$ cat src/mtm_defines.vh
// constants for the main-tie-main transfer controller
`ifndef MTM_DEFINES_VH
`define MTM_DEFINES_VH
// clock and seconds tick
`define MTM_CLK_KHZ 200000
`define MTM_TICK_MS 1000
`define MTM_TICK_W 28
// register byte offsets
`define MTM_A_CTRL 8'h00
`define MTM_A_KEY 8'h04
`define MTM_A_TDL1 8'h08
`define MTM_A_TDL2 8'h0C
`define MTM_A_TRT1 8'h10
`define MTM_A_TRT2 8'h14
`define MTM_A_TNEU 8'h18
`define MTM_A_STAT 8'h1C
`define MTM_A_TMR 8'h20
// ctrl fields
`define MTM_CTRL_TEST 0
// unlock key, arbitrary value
`define MTM_KEY_VAL 16'hA5C3
// delay limits and reset values, whole seconds
`define MTM_TDL_MIN 10'h001
`define MTM_TDL_MAX 10'h03C
`define MTM_TRT_MIN 10'h00A
`define MTM_TRT_MAX 10'h258
`define MTM_TNEU_MIN 10'h000
`define MTM_TNEU_MAX 10'h00A
`define MTM_TDL_RST 10'h005
`define MTM_TRT_RST 10'h03C
`define MTM_TNEU_RST 10'h002
// breaker state codes
`define MTM_BS_OPEN 2'h0
`define MTM_BS_CLOSED 2'h1
`define MTM_BS_TRIP 2'h2
`define MTM_BS_OUT 2'h3
`endif

$ cat src/mtm_placeholder_unused.v
// intentionally empty design unit list
`timescale 1ns/1ps
`default_nettype none
`default_nettype wire

$ cat src/mtm_ctrl.v
// main-tie-main open-transition transfer controller with ahb-lite registers
// Operation
// - auto normal: both mains closed, tie open
// - sustained loss: open lost main, close tie
// - loss delay per supply, 1..60 s
// - re-transfer delay per supply, 10..600 s
// - neutral delay setting, 0..10 s
// - both healthy after transfer: go manual
// - remaining supply fails on tie: no commands
// - restore after tie loss, neutral, close tie
// - simultaneous double loss: take no action
// - restore after double loss, neutral, tie
// - both return together: no action
// - manual mode: operator opens/closes each breaker
// - never close a breaker while the other two are closed
// - trip: manual mode, lock breaker till reset
// - lockout input blocks automatic operation
// - expose remaining delay time while running
// - delay settings change only when unlocked
// - breaker state: open/closed/tripped/withdrawn
// - per-supply voltage available indication
// - pushbutton toggles automatic/manual mode
// - test mode: pushbuttons simulate supply loss
// - alarms for supply loss and trip
`timescale 1ns/1ps
`default_nettype none
`include "mtm_defines.vh"
module mtm_ctrl #(
  parameter TICK_CYCLES = `MTM_TICK_MS * `MTM_CLK_KHZ,
  parameter TICK_W = `MTM_TICK_W
) (
  input wire hclk,
  input wire hresetn,
  input wire hsel,
  input wire [31:0] haddr,
  input wire [1:0] htrans,
  input wire hwrite,
  input wire [2:0] hsize,
  input wire [31:0] hwdata,
  input wire hready,
  output wire hreadyout,
  output wire hresp,
  output wire [31:0] hrdata,
  input wire [1:0] src_fail,
  input wire [2:0] brk_closed,
  input wire [2:0] brk_trip,
  input wire [2:0] brk_out,
  input wire [2:0] trip_rst,
  input wire mode_pb,
  input wire [2:0] open_pb,
  input wire [2:0] close_pb,
  input wire lockout,
  output wire [2:0] close_cmd,
  output wire [2:0] open_cmd,
  output wire [5:0] brk_state,
  output wire [1:0] src_avail,
  output wire alarm_loss,
  output wire alarm_trip,
  output wire auto_mode,
  output wire [9:0] timer_remain,
  output wire timer_run
);
  localparam [3:0] S_MAN = 4'h0;
  localparam [3:0] S_NORM = 4'h1;
  localparam [3:0] S_WLOSS = 4'h2;
  localparam [3:0] S_OPEN = 4'h3;
  localparam [3:0] S_TIE = 4'h4;
  localparam [3:0] S_RET = 4'h5;
  localparam [3:0] S_DEAD = 4'h6;
  localparam [3:0] S_DBL = 4'h7;
  localparam [3:0] S_REST = 4'h8;
  localparam [3:0] S_NEU = 4'h9;
  localparam [3:0] S_CLTIE = 4'hA;
  localparam [TICK_W-1:0] TICK_LAST = TICK_CYCLES - 1;

  ////////////////////////////////////////////////////////////////////////////
  // input synchronisers and edges
  wire [21:0] raw = {lockout, close_pb, open_pb, mode_pb, trip_rst, brk_out, brk_trip,
    brk_closed, src_fail};
  reg [21:0] s1_reg;
  reg [21:0] s2_reg;
  reg [21:0] s3_reg;
  always @(posedge hclk or negedge hresetn) begin
    if (!hresetn) begin
      s1_reg <= 22'h000000;
      s2_reg <= 22'h000000;
      s3_reg <= 22'h000000;
    end else begin
      s1_reg <= raw;
      s2_reg <= s1_reg;
      s3_reg <= s2_reg;
    end
  end
  wire [2:0] cl = s2_reg[4:2];
  wire [2:0] trp = s2_reg[7:5];
  wire [2:0] wd = s2_reg[10:8];
  wire [2:0] trst = s2_reg[13:11];
  wire lock = s2_reg[21];
  wire mode_edge = s2_reg[14] & ~s3_reg[14];
  wire [2:0] op_edge = s2_reg[17:15] & ~s3_reg[17:15];
  wire [2:0] cl_edge = s2_reg[20:18] & ~s3_reg[20:18];
  wire [2:0] trip_edge = trp & ~s3_reg[7:5];

  ////////////////////////////////////////////////////////////////////////////
  // registers
  reg test_en_reg;
  reg unlock_reg;
  reg [9:0] set_reg [0:4];
  reg dp_wr_reg;
  reg [7:0] dp_addr_reg;
  reg [31:0] hrdata_reg;
  reg hreadyout_reg;
  reg [3:0] st_reg;
  reg [3:0] st_next;
  reg lost_reg;
  reg lost_next;
  reg auto_reg;
  reg [2:0] tlock_reg;
  reg [2:0] man_cl_reg;
  reg [2:0] man_op_reg;
  reg [9:0] tmr_reg;
  reg [TICK_W-1:0] tick_reg;
  reg [2:0] close_cmd_reg;
  reg [2:0] open_cmd_reg;
  reg [5:0] brk_state_reg;
  reg [1:0] src_avail_reg;
  reg alarm_loss_reg;
  reg alarm_trip_reg;
  reg timer_run_reg;
  reg go_man;
  reg tl;
  reg [9:0] tv;
  reg [2:0] wcl;
  reg [2:0] wop;
  reg [31:0] rd_mux;
  integer k;

  // simulated loss reuses the two main pushbuttons, so test mode mutes their open edges
  wire [1:0] src_ok = ~s2_reg[1:0] & ~(test_en_reg ? s2_reg[16:15] : 2'h0);
  wire auto_on = auto_reg & ~lock;
  wire rem = ~lost_reg;
  wire [2:0] lm = lost_reg ? 3'h2 : 3'h1;
  wire tmr_zero = (tmr_reg == 10'h000);
  // per breaker: the other two are both closed
  wire [2:0] blk = {cl[0] & cl[1], cl[0] & cl[2], cl[1] & cl[2]};

  ////////////////////////////////////////////////////////////////////////////
  // delay limits
  function [9:0] lim;
    input [2:0] i;
    input [9:0] v;
    reg [9:0] lo;
    reg [9:0] hi;
    begin
      if (i < 3'h2) begin
        lo = `MTM_TDL_MIN;
        hi = `MTM_TDL_MAX;
      end else if (i < 3'h4) begin
        lo = `MTM_TRT_MIN;
        hi = `MTM_TRT_MAX;
      end else begin
        lo = `MTM_TNEU_MIN;
        hi = `MTM_TNEU_MAX;
      end
      lim = (v < lo) ? lo : ((v > hi) ? hi : v);
    end
  endfunction

  ////////////////////////////////////////////////////////////////////////////
  // ahb-lite slave, zero wait states
  wire ap = hsel & htrans[1] & hready;
  wire [2:0] widx = dp_addr_reg[4:2] - 3'h2;
  wire wset = (dp_addr_reg >= `MTM_A_TDL1) && (dp_addr_reg <= `MTM_A_TNEU);
  wire [2:0] ridx = haddr[4:2] - 3'h2;
  always @* begin
    rd_mux = 32'h00000000;
    case (haddr[7:0])
      `MTM_A_CTRL: rd_mux = {31'h00000000, test_en_reg};
      `MTM_A_KEY: rd_mux = {31'h00000000, unlock_reg};
      `MTM_A_TDL1, `MTM_A_TDL2, `MTM_A_TRT1, `MTM_A_TRT2, `MTM_A_TNEU:
        rd_mux = {22'h000000, set_reg[ridx]};
      `MTM_A_STAT: rd_mux = {15'h0000, brk_state_reg, tlock_reg, src_avail_reg, lock,
        auto_reg, st_reg};
      `MTM_A_TMR: rd_mux = {15'h0000, timer_run_reg, 6'h00, tmr_reg};
      default: rd_mux = 32'h00000000;
    endcase
  end

  always @(posedge hclk or negedge hresetn) begin
    if (!hresetn) begin
      dp_wr_reg <= 1'b0;
      dp_addr_reg <= 8'h00;
      hrdata_reg <= 32'h00000000;
      hreadyout_reg <= 1'b0;
      test_en_reg <= 1'b0;
      unlock_reg <= 1'b0;
      for (k = 0; k < 5; k = k + 1) begin
        set_reg[k] <= (k < 2) ? `MTM_TDL_RST : ((k < 4) ? `MTM_TRT_RST : `MTM_TNEU_RST);
      end
    end else begin
      hreadyout_reg <= 1'b1;
      dp_wr_reg <= ap & hwrite;
      dp_addr_reg <= haddr[7:0];
      hrdata_reg <= (ap & ~hwrite) ? rd_mux : 32'h00000000;
      if (dp_wr_reg) begin
        if (dp_addr_reg == `MTM_A_CTRL) begin
          test_en_reg <= hwdata[`MTM_CTRL_TEST];
        end
        if (dp_addr_reg == `MTM_A_KEY) begin
          unlock_reg <= (hwdata[15:0] == `MTM_KEY_VAL);
        end
        if (wset && unlock_reg) begin
          set_reg[widx] <= lim(widx, hwdata[9:0]);
        end
      end
    end
  end

  ////////////////////////////////////////////////////////////////////////////
  // transfer sequencer
  always @* begin
    st_next = st_reg;
    lost_next = lost_reg;
    go_man = 1'b0;
    tl = 1'b0;
    tv = 10'h000;
    wcl = 3'h0;
    wop = 3'h0;
    if (!auto_on) begin
      st_next = S_MAN;
    end else begin
      case (st_reg)
        S_MAN: st_next = S_NORM;
        S_NORM: begin
          wcl = 3'h3;
          wop = 3'h4;
          if (src_ok == 2'h0) begin
            st_next = S_DBL;
          end else if (src_ok != 2'h3) begin
            lost_next = src_ok[0];
            st_next = S_WLOSS;
            tl = 1'b1;
            tv = set_reg[{2'h0, src_ok[0]}];
          end
        end
        S_WLOSS: begin
          wcl = 3'h3;
          wop = 3'h4;
          if (src_ok[lost_reg]) begin
            st_next = S_NORM;
          end else if (src_ok == 2'h0) begin
            st_next = S_DBL;
          end else if (tmr_zero) begin
            st_next = S_OPEN;
          end
        end
        S_OPEN: begin
          wop = lm;
          if ((cl & lm) == 3'h0) begin
            wcl = 3'h4;
          end
          if (!src_ok[rem]) begin
            st_next = S_DEAD;
          end else if (cl[2]) begin
            st_next = S_TIE;
          end
        end
        S_TIE, S_RET: begin
          wcl = ~lm;
          wop = lm;
          if (!src_ok[rem]) begin
            st_next = S_DEAD;
          end else if (st_reg == S_TIE) begin
            if (src_ok == 2'h3) begin
              st_next = S_RET;
              tl = 1'b1;
              tv = set_reg[{2'h1, lost_reg}];
            end
          end else if (!src_ok[lost_reg]) begin
            st_next = S_TIE;
          end else if (tmr_zero) begin
            go_man = 1'b1;
            st_next = S_MAN;
          end
        end
        S_DEAD: begin
          // no commands while everything is dead
          if (src_ok != 2'h0) begin
            lost_next = src_ok[0];
            st_next = S_REST;
          end
        end
        S_DBL: begin
          if (src_ok == 2'h3) begin
            st_next = S_NORM;
          end else if (src_ok != 2'h0) begin
            lost_next = src_ok[0];
            st_next = S_REST;
          end
        end
        S_REST, S_NEU: begin
          wop = lm | 3'h4;
          wcl = ~lm & 3'h3;
          if (!src_ok[rem]) begin
            st_next = S_DEAD;
          end else if (st_reg == S_REST) begin
            if (cl == (~lm & 3'h3)) begin
              st_next = S_NEU;
              tl = 1'b1;
              tv = set_reg[4];
            end
          end else if (tmr_zero) begin
            st_next = S_CLTIE;
          end
        end
        S_CLTIE: begin
          wcl = ~lm;
          wop = lm;
          if (!src_ok[rem]) begin
            st_next = S_DEAD;
          end else if (cl[2]) begin
            st_next = S_TIE;
          end
        end
        default: st_next = S_MAN;
      endcase
    end
    if (st_reg == S_MAN) begin
      wcl = man_cl_reg;
      wop = man_op_reg;
    end
  end

  always @(posedge hclk or negedge hresetn) begin
    if (!hresetn) begin
      st_reg <= S_MAN;
      lost_reg <= 1'b0;
      auto_reg <= 1'b0;
      tlock_reg <= 3'h0;
      man_cl_reg <= 3'h0;
      man_op_reg <= 3'h0;
    end else begin
      st_reg <= st_next;
      lost_reg <= lost_next;
      if (go_man || (trip_edge != 3'h0)) begin
        auto_reg <= 1'b0;
      end else if (mode_edge) begin
        auto_reg <= ~auto_reg;
      end
      // a new trip wins over a reset seen in the same cycle
      tlock_reg <= (tlock_reg & ~trst) | trip_edge;
      if (auto_on) begin
        man_cl_reg <= 3'h0;
        man_op_reg <= 3'h0;
      end else begin
        // a close refused because the other two are closed is dropped, so it cannot fire later on its own
        man_cl_reg <= (man_cl_reg & ~cl & ~op_edge & ~blk) | (cl_edge & ~tlock_reg);
        man_op_reg <= (man_op_reg & cl & ~cl_edge) |
          (op_edge & ~tlock_reg & ~{1'b0, {2{test_en_reg}}});
      end
    end
  end

  ////////////////////////////////////////////////////////////////////////////
  // delay timer on the seconds tick
  wire tick = (tick_reg == TICK_LAST);
  always @(posedge hclk or negedge hresetn) begin
    if (!hresetn) begin
      tmr_reg <= 10'h000;
      tick_reg <= {TICK_W{1'b0}};
      timer_run_reg <= 1'b0;
    end else begin
      // restart the prescaler on load so the first second is a full one
      if (tl) begin
        tmr_reg <= tv;
        tick_reg <= {TICK_W{1'b0}};
      end else begin
        tick_reg <= tick ? {TICK_W{1'b0}} : tick_reg + 1'b1;
        if (tick && !tmr_zero) begin
          tmr_reg <= tmr_reg - 10'h001;
        end
      end
      timer_run_reg <= tl ? (tv != 10'h000) :
        (((st_reg == S_WLOSS) || (st_reg == S_RET) || (st_reg == S_NEU)) &&
        !tmr_zero && (st_next == st_reg));
    end
  end

  ////////////////////////////////////////////////////////////////////////////
  // breaker commands and indications
  genvar g;
  generate
    for (g = 0; g < 3; g = g + 1) begin : g_brk
      wire others_closed = &(cl | (3'h1 << g));
      always @(posedge hclk or negedge hresetn) begin
        if (!hresetn) begin
          close_cmd_reg[g] <= 1'b0;
          open_cmd_reg[g] <= 1'b0;
          brk_state_reg[2*g+1:2*g] <= `MTM_BS_OPEN;
        end else begin
          close_cmd_reg[g] <= wcl[g] & ~wop[g] & ~cl[g] & ~trp[g] & ~wd[g] & ~tlock_reg[g] &
            ~others_closed;
          open_cmd_reg[g] <= wop[g] & cl[g];
          brk_state_reg[2*g+1:2*g] <= wd[g] ? `MTM_BS_OUT : (trp[g] ? `MTM_BS_TRIP :
            (cl[g] ? `MTM_BS_CLOSED : `MTM_BS_OPEN));
        end
      end
    end
  endgenerate

  always @(posedge hclk or negedge hresetn) begin
    if (!hresetn) begin
      src_avail_reg <= 2'h0;
      alarm_loss_reg <= 1'b0;
      alarm_trip_reg <= 1'b0;
    end else begin
      src_avail_reg <= src_ok;
      alarm_loss_reg <= ~&src_ok;
      alarm_trip_reg <= |trp;
    end
  end

  assign hreadyout = hreadyout_reg;
  assign hresp = 1'b0;
  assign hrdata = hrdata_reg;
  assign close_cmd = close_cmd_reg;
  assign open_cmd = open_cmd_reg;
  assign brk_state = brk_state_reg;
  assign src_avail = src_avail_reg;
  assign alarm_loss = alarm_loss_reg;
  assign alarm_trip = alarm_trip_reg;
  assign auto_mode = auto_reg;
  assign timer_remain = tmr_reg;
  assign timer_run = timer_run_reg;
endmodule // mtm_ctrl
`default_nettype wire

$ cat config.mk
export PLATFORM = sky130hd
export DESIGN_NAME = mtm_ctrl
export DESIGN_NICKNAME = d
export VERILOG_FILES = /design/src/mtm_placeholder_unused.v /design/src/mtm_ctrl.v
export VERILOG_INCLUDE_DIRS = /design/src
export SDC_FILE = /design/constraint.sdc
export NUM_CORES = 1
export LEC_CHECK = 0
export ABC_AREA = 0
export BUFFER_PORTS_ARGS = -buffer_cell sky130_fd_sc_hd__buf_2
export CAP_MARGIN = 5
export CORE_MARGIN = 8
export CORE_UTILIZATION = 25
export DETAILED_ROUTE_END_ITERATION = 7
export PLACE_DENSITY = 0.52
export SETUP_SLACK_MARGIN = 0.15
export SLEW_MARGIN = 5
export SYNTH_ARGS = -nofsm -noshare
export SYNTH_HDL_FRONTEND = slang
export SYNTH_SLANG_ARGS = --single-unit
$ cat constraint.sdc
create_clock -name hclk -period 2.9 [get_ports hclk]
set_input_delay 0.29 -clock hclk [delete_from_list [all_inputs] [get_ports hclk]]
set_output_delay 0.29 -clock hclk [all_outputs]
set_load 0.03 [all_outputs]
==> results.md <==
* Clock slew at reported path FFs at 60 ps
* Initial antenna violation count at 0
* Top_reg_cell synth: dfrtp_1
* Fin area at 12400 µm²
* Reg2reg setup slack at 320 ps
* # IOs at 158
* Die Width at 214 µm
* Setup bufs post-CTS at 0
* Hpwl dp at 21.0 mm
* Max FFs per register at 50
* Synth area leaders: dfrtp_1 (48%), nor2_1 (4.2%), nand2_1 (4.0%)
* Area post-placement at 11200 µm²
* CP Capture Type: flop
* Skew-Pair Late Insertion Delay at 530 ps
* Slew headroom at 0.468
* Max VDD drop at 0.000363 V
* CTS Buffer Depth at 3
* Final hold violations at 0
* Fmax at 0.387 GHz
* Clock tree sinks at 203
* Antenna Nets Post-Route at 0
* Number of synthesized flops with an enable pin at 0
* FP Rows at 72
* Die height at 214 µm
* Final worst-path cycle share at 0.891
* Critical path class: flop to flop
* Core area at 38700 µm²
* CP max-delay cell: dfrtp_1
* First-pass GRT wire length at 45.8 mm
* Synth top area share at 0.484
* Gate power share at 0.123
* Worst min path class: input pin to flop
* Worst Setup SP: dp_addr_reg[3]$_DFF_PN0_
* Flop pwr share at 0.419
* Drt pass-1 iters at 7
* Gr ovfl total at 0
* Mapped Avg Cell Area at 10.0 µm²
* Initial Util at 0.254
* Max Cap Viol at 0
* Netlist cell types at 76
* Final Critical Period at 2580 ps
* Vias per std cell at 4.64
* P_int at 5.46 mW
* IO buf count at 97
* Total negative slack at 0 ps
* RSZ-0062 raised after global routing: yes
* Ant. Diodes at 0
* Yosys top cell by area: dfrtp_1
* DIE AREA at 45900 µm²
* Worst EP required at 3320 ps
* FFs w/ async S/R, synth at 1.00
* Total GRT Usage at 0.121
* Setup Skew at 22.5 ps
* Final Wtd Congestion at 0.891
* Wire length per cell at 16.7 µm
* CP cell instances: ha_1, inv_1, ha_1, nor2b_1, o211a_1, o21a_1, o21ai_1, a21oi_2, buf_4, mux2i_1, buf_4, o22a_1
* PwrDens at 598 nW/µm²
* Nets@finish at 1259
* Ys Warns at 0
* Drt drc at 0
* Via Count at 7817
* Gate Count Post-Synth at 979
* Largest net degree at the start of global routing at 95
* Final Setup Violations at 0
* Register area share after synthesis at 0.519
* Worst r2r dst: set_reg[31]$_DFFE_PN0P_
* Leak Pwr at 5.63 nW
* Path depth of the worst reg2reg path at 12
* Starting DRT DRC Count at 476
* CTS tree: yes
* Final WL at 28.1 mm
* Switch share at 0.264
* NetSw at 1.96 mW
* Critical path peak fanout at 9
* Htree depth at 1
* Number of synthesized register bits at 203
* Status: finished clean
* Critical Path AT at 3000 ps
* Vias in the first global route at 8080
* Final Max Tran Viols at 0
* Area grow syn2layout at 26.4%
* CTS Buf Count at 25
* Layout cells sized above 1 at 0.220
* Tightest Pin Transition at 790 ps
* Root buffer cell: clkbuf_16
* Worst setup endpoint: set_reg[31]$_DFFE_PN0P_
* Critical Path Max Stage Delay at 450 ps
* Fill count at 4047
* Power share of the clock group at 0.458
* Critical Path Source Type: flop
* Crit Reg-Reg Startpoint: dp_addr_reg[3]$_DFF_PN0_
* Post-Syn Area at 9830 µm²
-- worst min path at each step --
stage	to	startpoint	slack, ps	depth (start not counted)
floorplan	alarm_loss$_DFF_PN0_	hresetn	-6	0
global placement	s2_reg[19]$_DFF_PN0_	s1_reg[19]$_DFF_PN0_	330	0
detailed placement	s2_reg[15]$_DFF_PN0_	s1_reg[15]$_DFF_PN0_	330	0
CTS	dp_addr_reg[3]$_DFF_PN0_	haddr[3]	2	1
global route	dp_addr_reg[3]$_DFF_PN0_	haddr[3]	20	1
finish	dp_addr_reg[3]$_DFF_PN0_	haddr[3]	20	1
-- cells in the final DEF, fill, tap and decap left out, types with 17 or more instances in the layout --
cell,Yosys,routed
dfrtp_1,190,189
nor2_1,110,109
nand2_1,106,106
buf_2,11,96
buf_4,16,61
o21ai_0,61,60
mux2i_1,34,32
a21oi_1,31,31
dlygate4sd3_1,0,29
inv_1,27,27
clkbuf_16,0,25
nand3_1,23,23
nand2b_1,22,21
nor3_1,19,19
a222oi_1,18,18
ha_1,17,17
conb_1,2,17
-- routing by layer --
layer,part of all wire,vias up,global-route usage
li1,-,3791,-
met1,0.46,3808,0.160
met2,0.49,179,0.205
met3,0.036,39,0.0158
met4,0.021,0,0.0320
met5,0,-,0
-- power groups by stage --
stage,logic [mW],clock network (mW),registers [mW]
6_report,0.911,3.40,3.11
5_1_grt,1.02,3.61,3.14
4_1_cts,0.914,3.50,3.11
3_5_place_dp,0.881,0,3.16
3_3_place_gp,0.868,0,3.16
2_1_floorplan,0.530,0,3.17
-- per-stage QoR --
stage	setup slack [ps]	power (mW)	utilization	hold slack, ps	std cells
after CTS	172	7.53	0.320	1.95	1683
after global routing	141	7.76	0.321	17.6	1683
after floorplan	245	3.70	-	-5.59	994
final	316	7.43	0.321	22.5	1683
after global placement	214	4.03	0.289	332	1608
after detailed placement	182	4.04	0.289	335	1608
-- Yosys cell counts (all sizes together), types with 3 or more instances --
cell,n
nand3,23
nor2b,10
and2,4
clkbuf,29
a21o,15
a21oi,32
a22oi,5
nor4b,14
nor3b,8
or3b,3
nor3,20
nand4,11
xor2,15
or2,7
buf,35
dfrtp,190
o22ai,7
mux2i,35
o211a,3
nand4b,4
nand2,106
a222oi,18
xnor2,12
inv,27
a221oi,4
mux2,12
nor4,10
o22a,4
dfstp,13
and3,12
o32ai,12
o21ai,79
nand2b,22
a31oi,10
nand3b,7
ha,17
nor2,110
-- logic make-up (layout without fill, tap and decap cells) --
group                    count (synthesis)  count (layout)  share of synthesized area
multiplexers                            47              47                     0.0507
other                                    2              17                   0.000764
buffers and inverters                   91             262                     0.0438
adder cells (fa/ha/maj)                 17              17                     0.0216
flip-flops                             203             203                      0.519
XOR/XNOR                                27              27                     0.0241
AO/OA/AOI/OAI                          214             214                      0.147
AND/OR/NAND/NOR                        378             378                      0.194
-- worst max-delay path, delay by kind of cell (launching register included) --
family | cells | cell delay (ps)
AND/OR/NAND/NOR | 1 | 140
AO/OA/AOI/OAI | 5 | 810
multiplexers | 1 | 140
adder cells (fa/ha/maj) | 2 | 520
flip-flops | 1 | 450
buffers and inverters | 3 | 410
-- cell type report --
class	count	area, µm²	share of cell area
inverter	27	101	0.00816
sequential	203	5100	0.410
tap	518	648	0.0522
clock buffer	29	671	0.0540
multi-input combinational	700	4380	0.353
timing repair buffer	189	1280	0.103
clock inverter	17	239	0.0192
-- what timing repair did --
action                     CTS  global route
setup endpoints to repair    0            70
resized for setup            0             9
hold endpoints to repair   104             0
hold buffers                29             0
No activity file was read; power rests on OpenSTA's default activity.
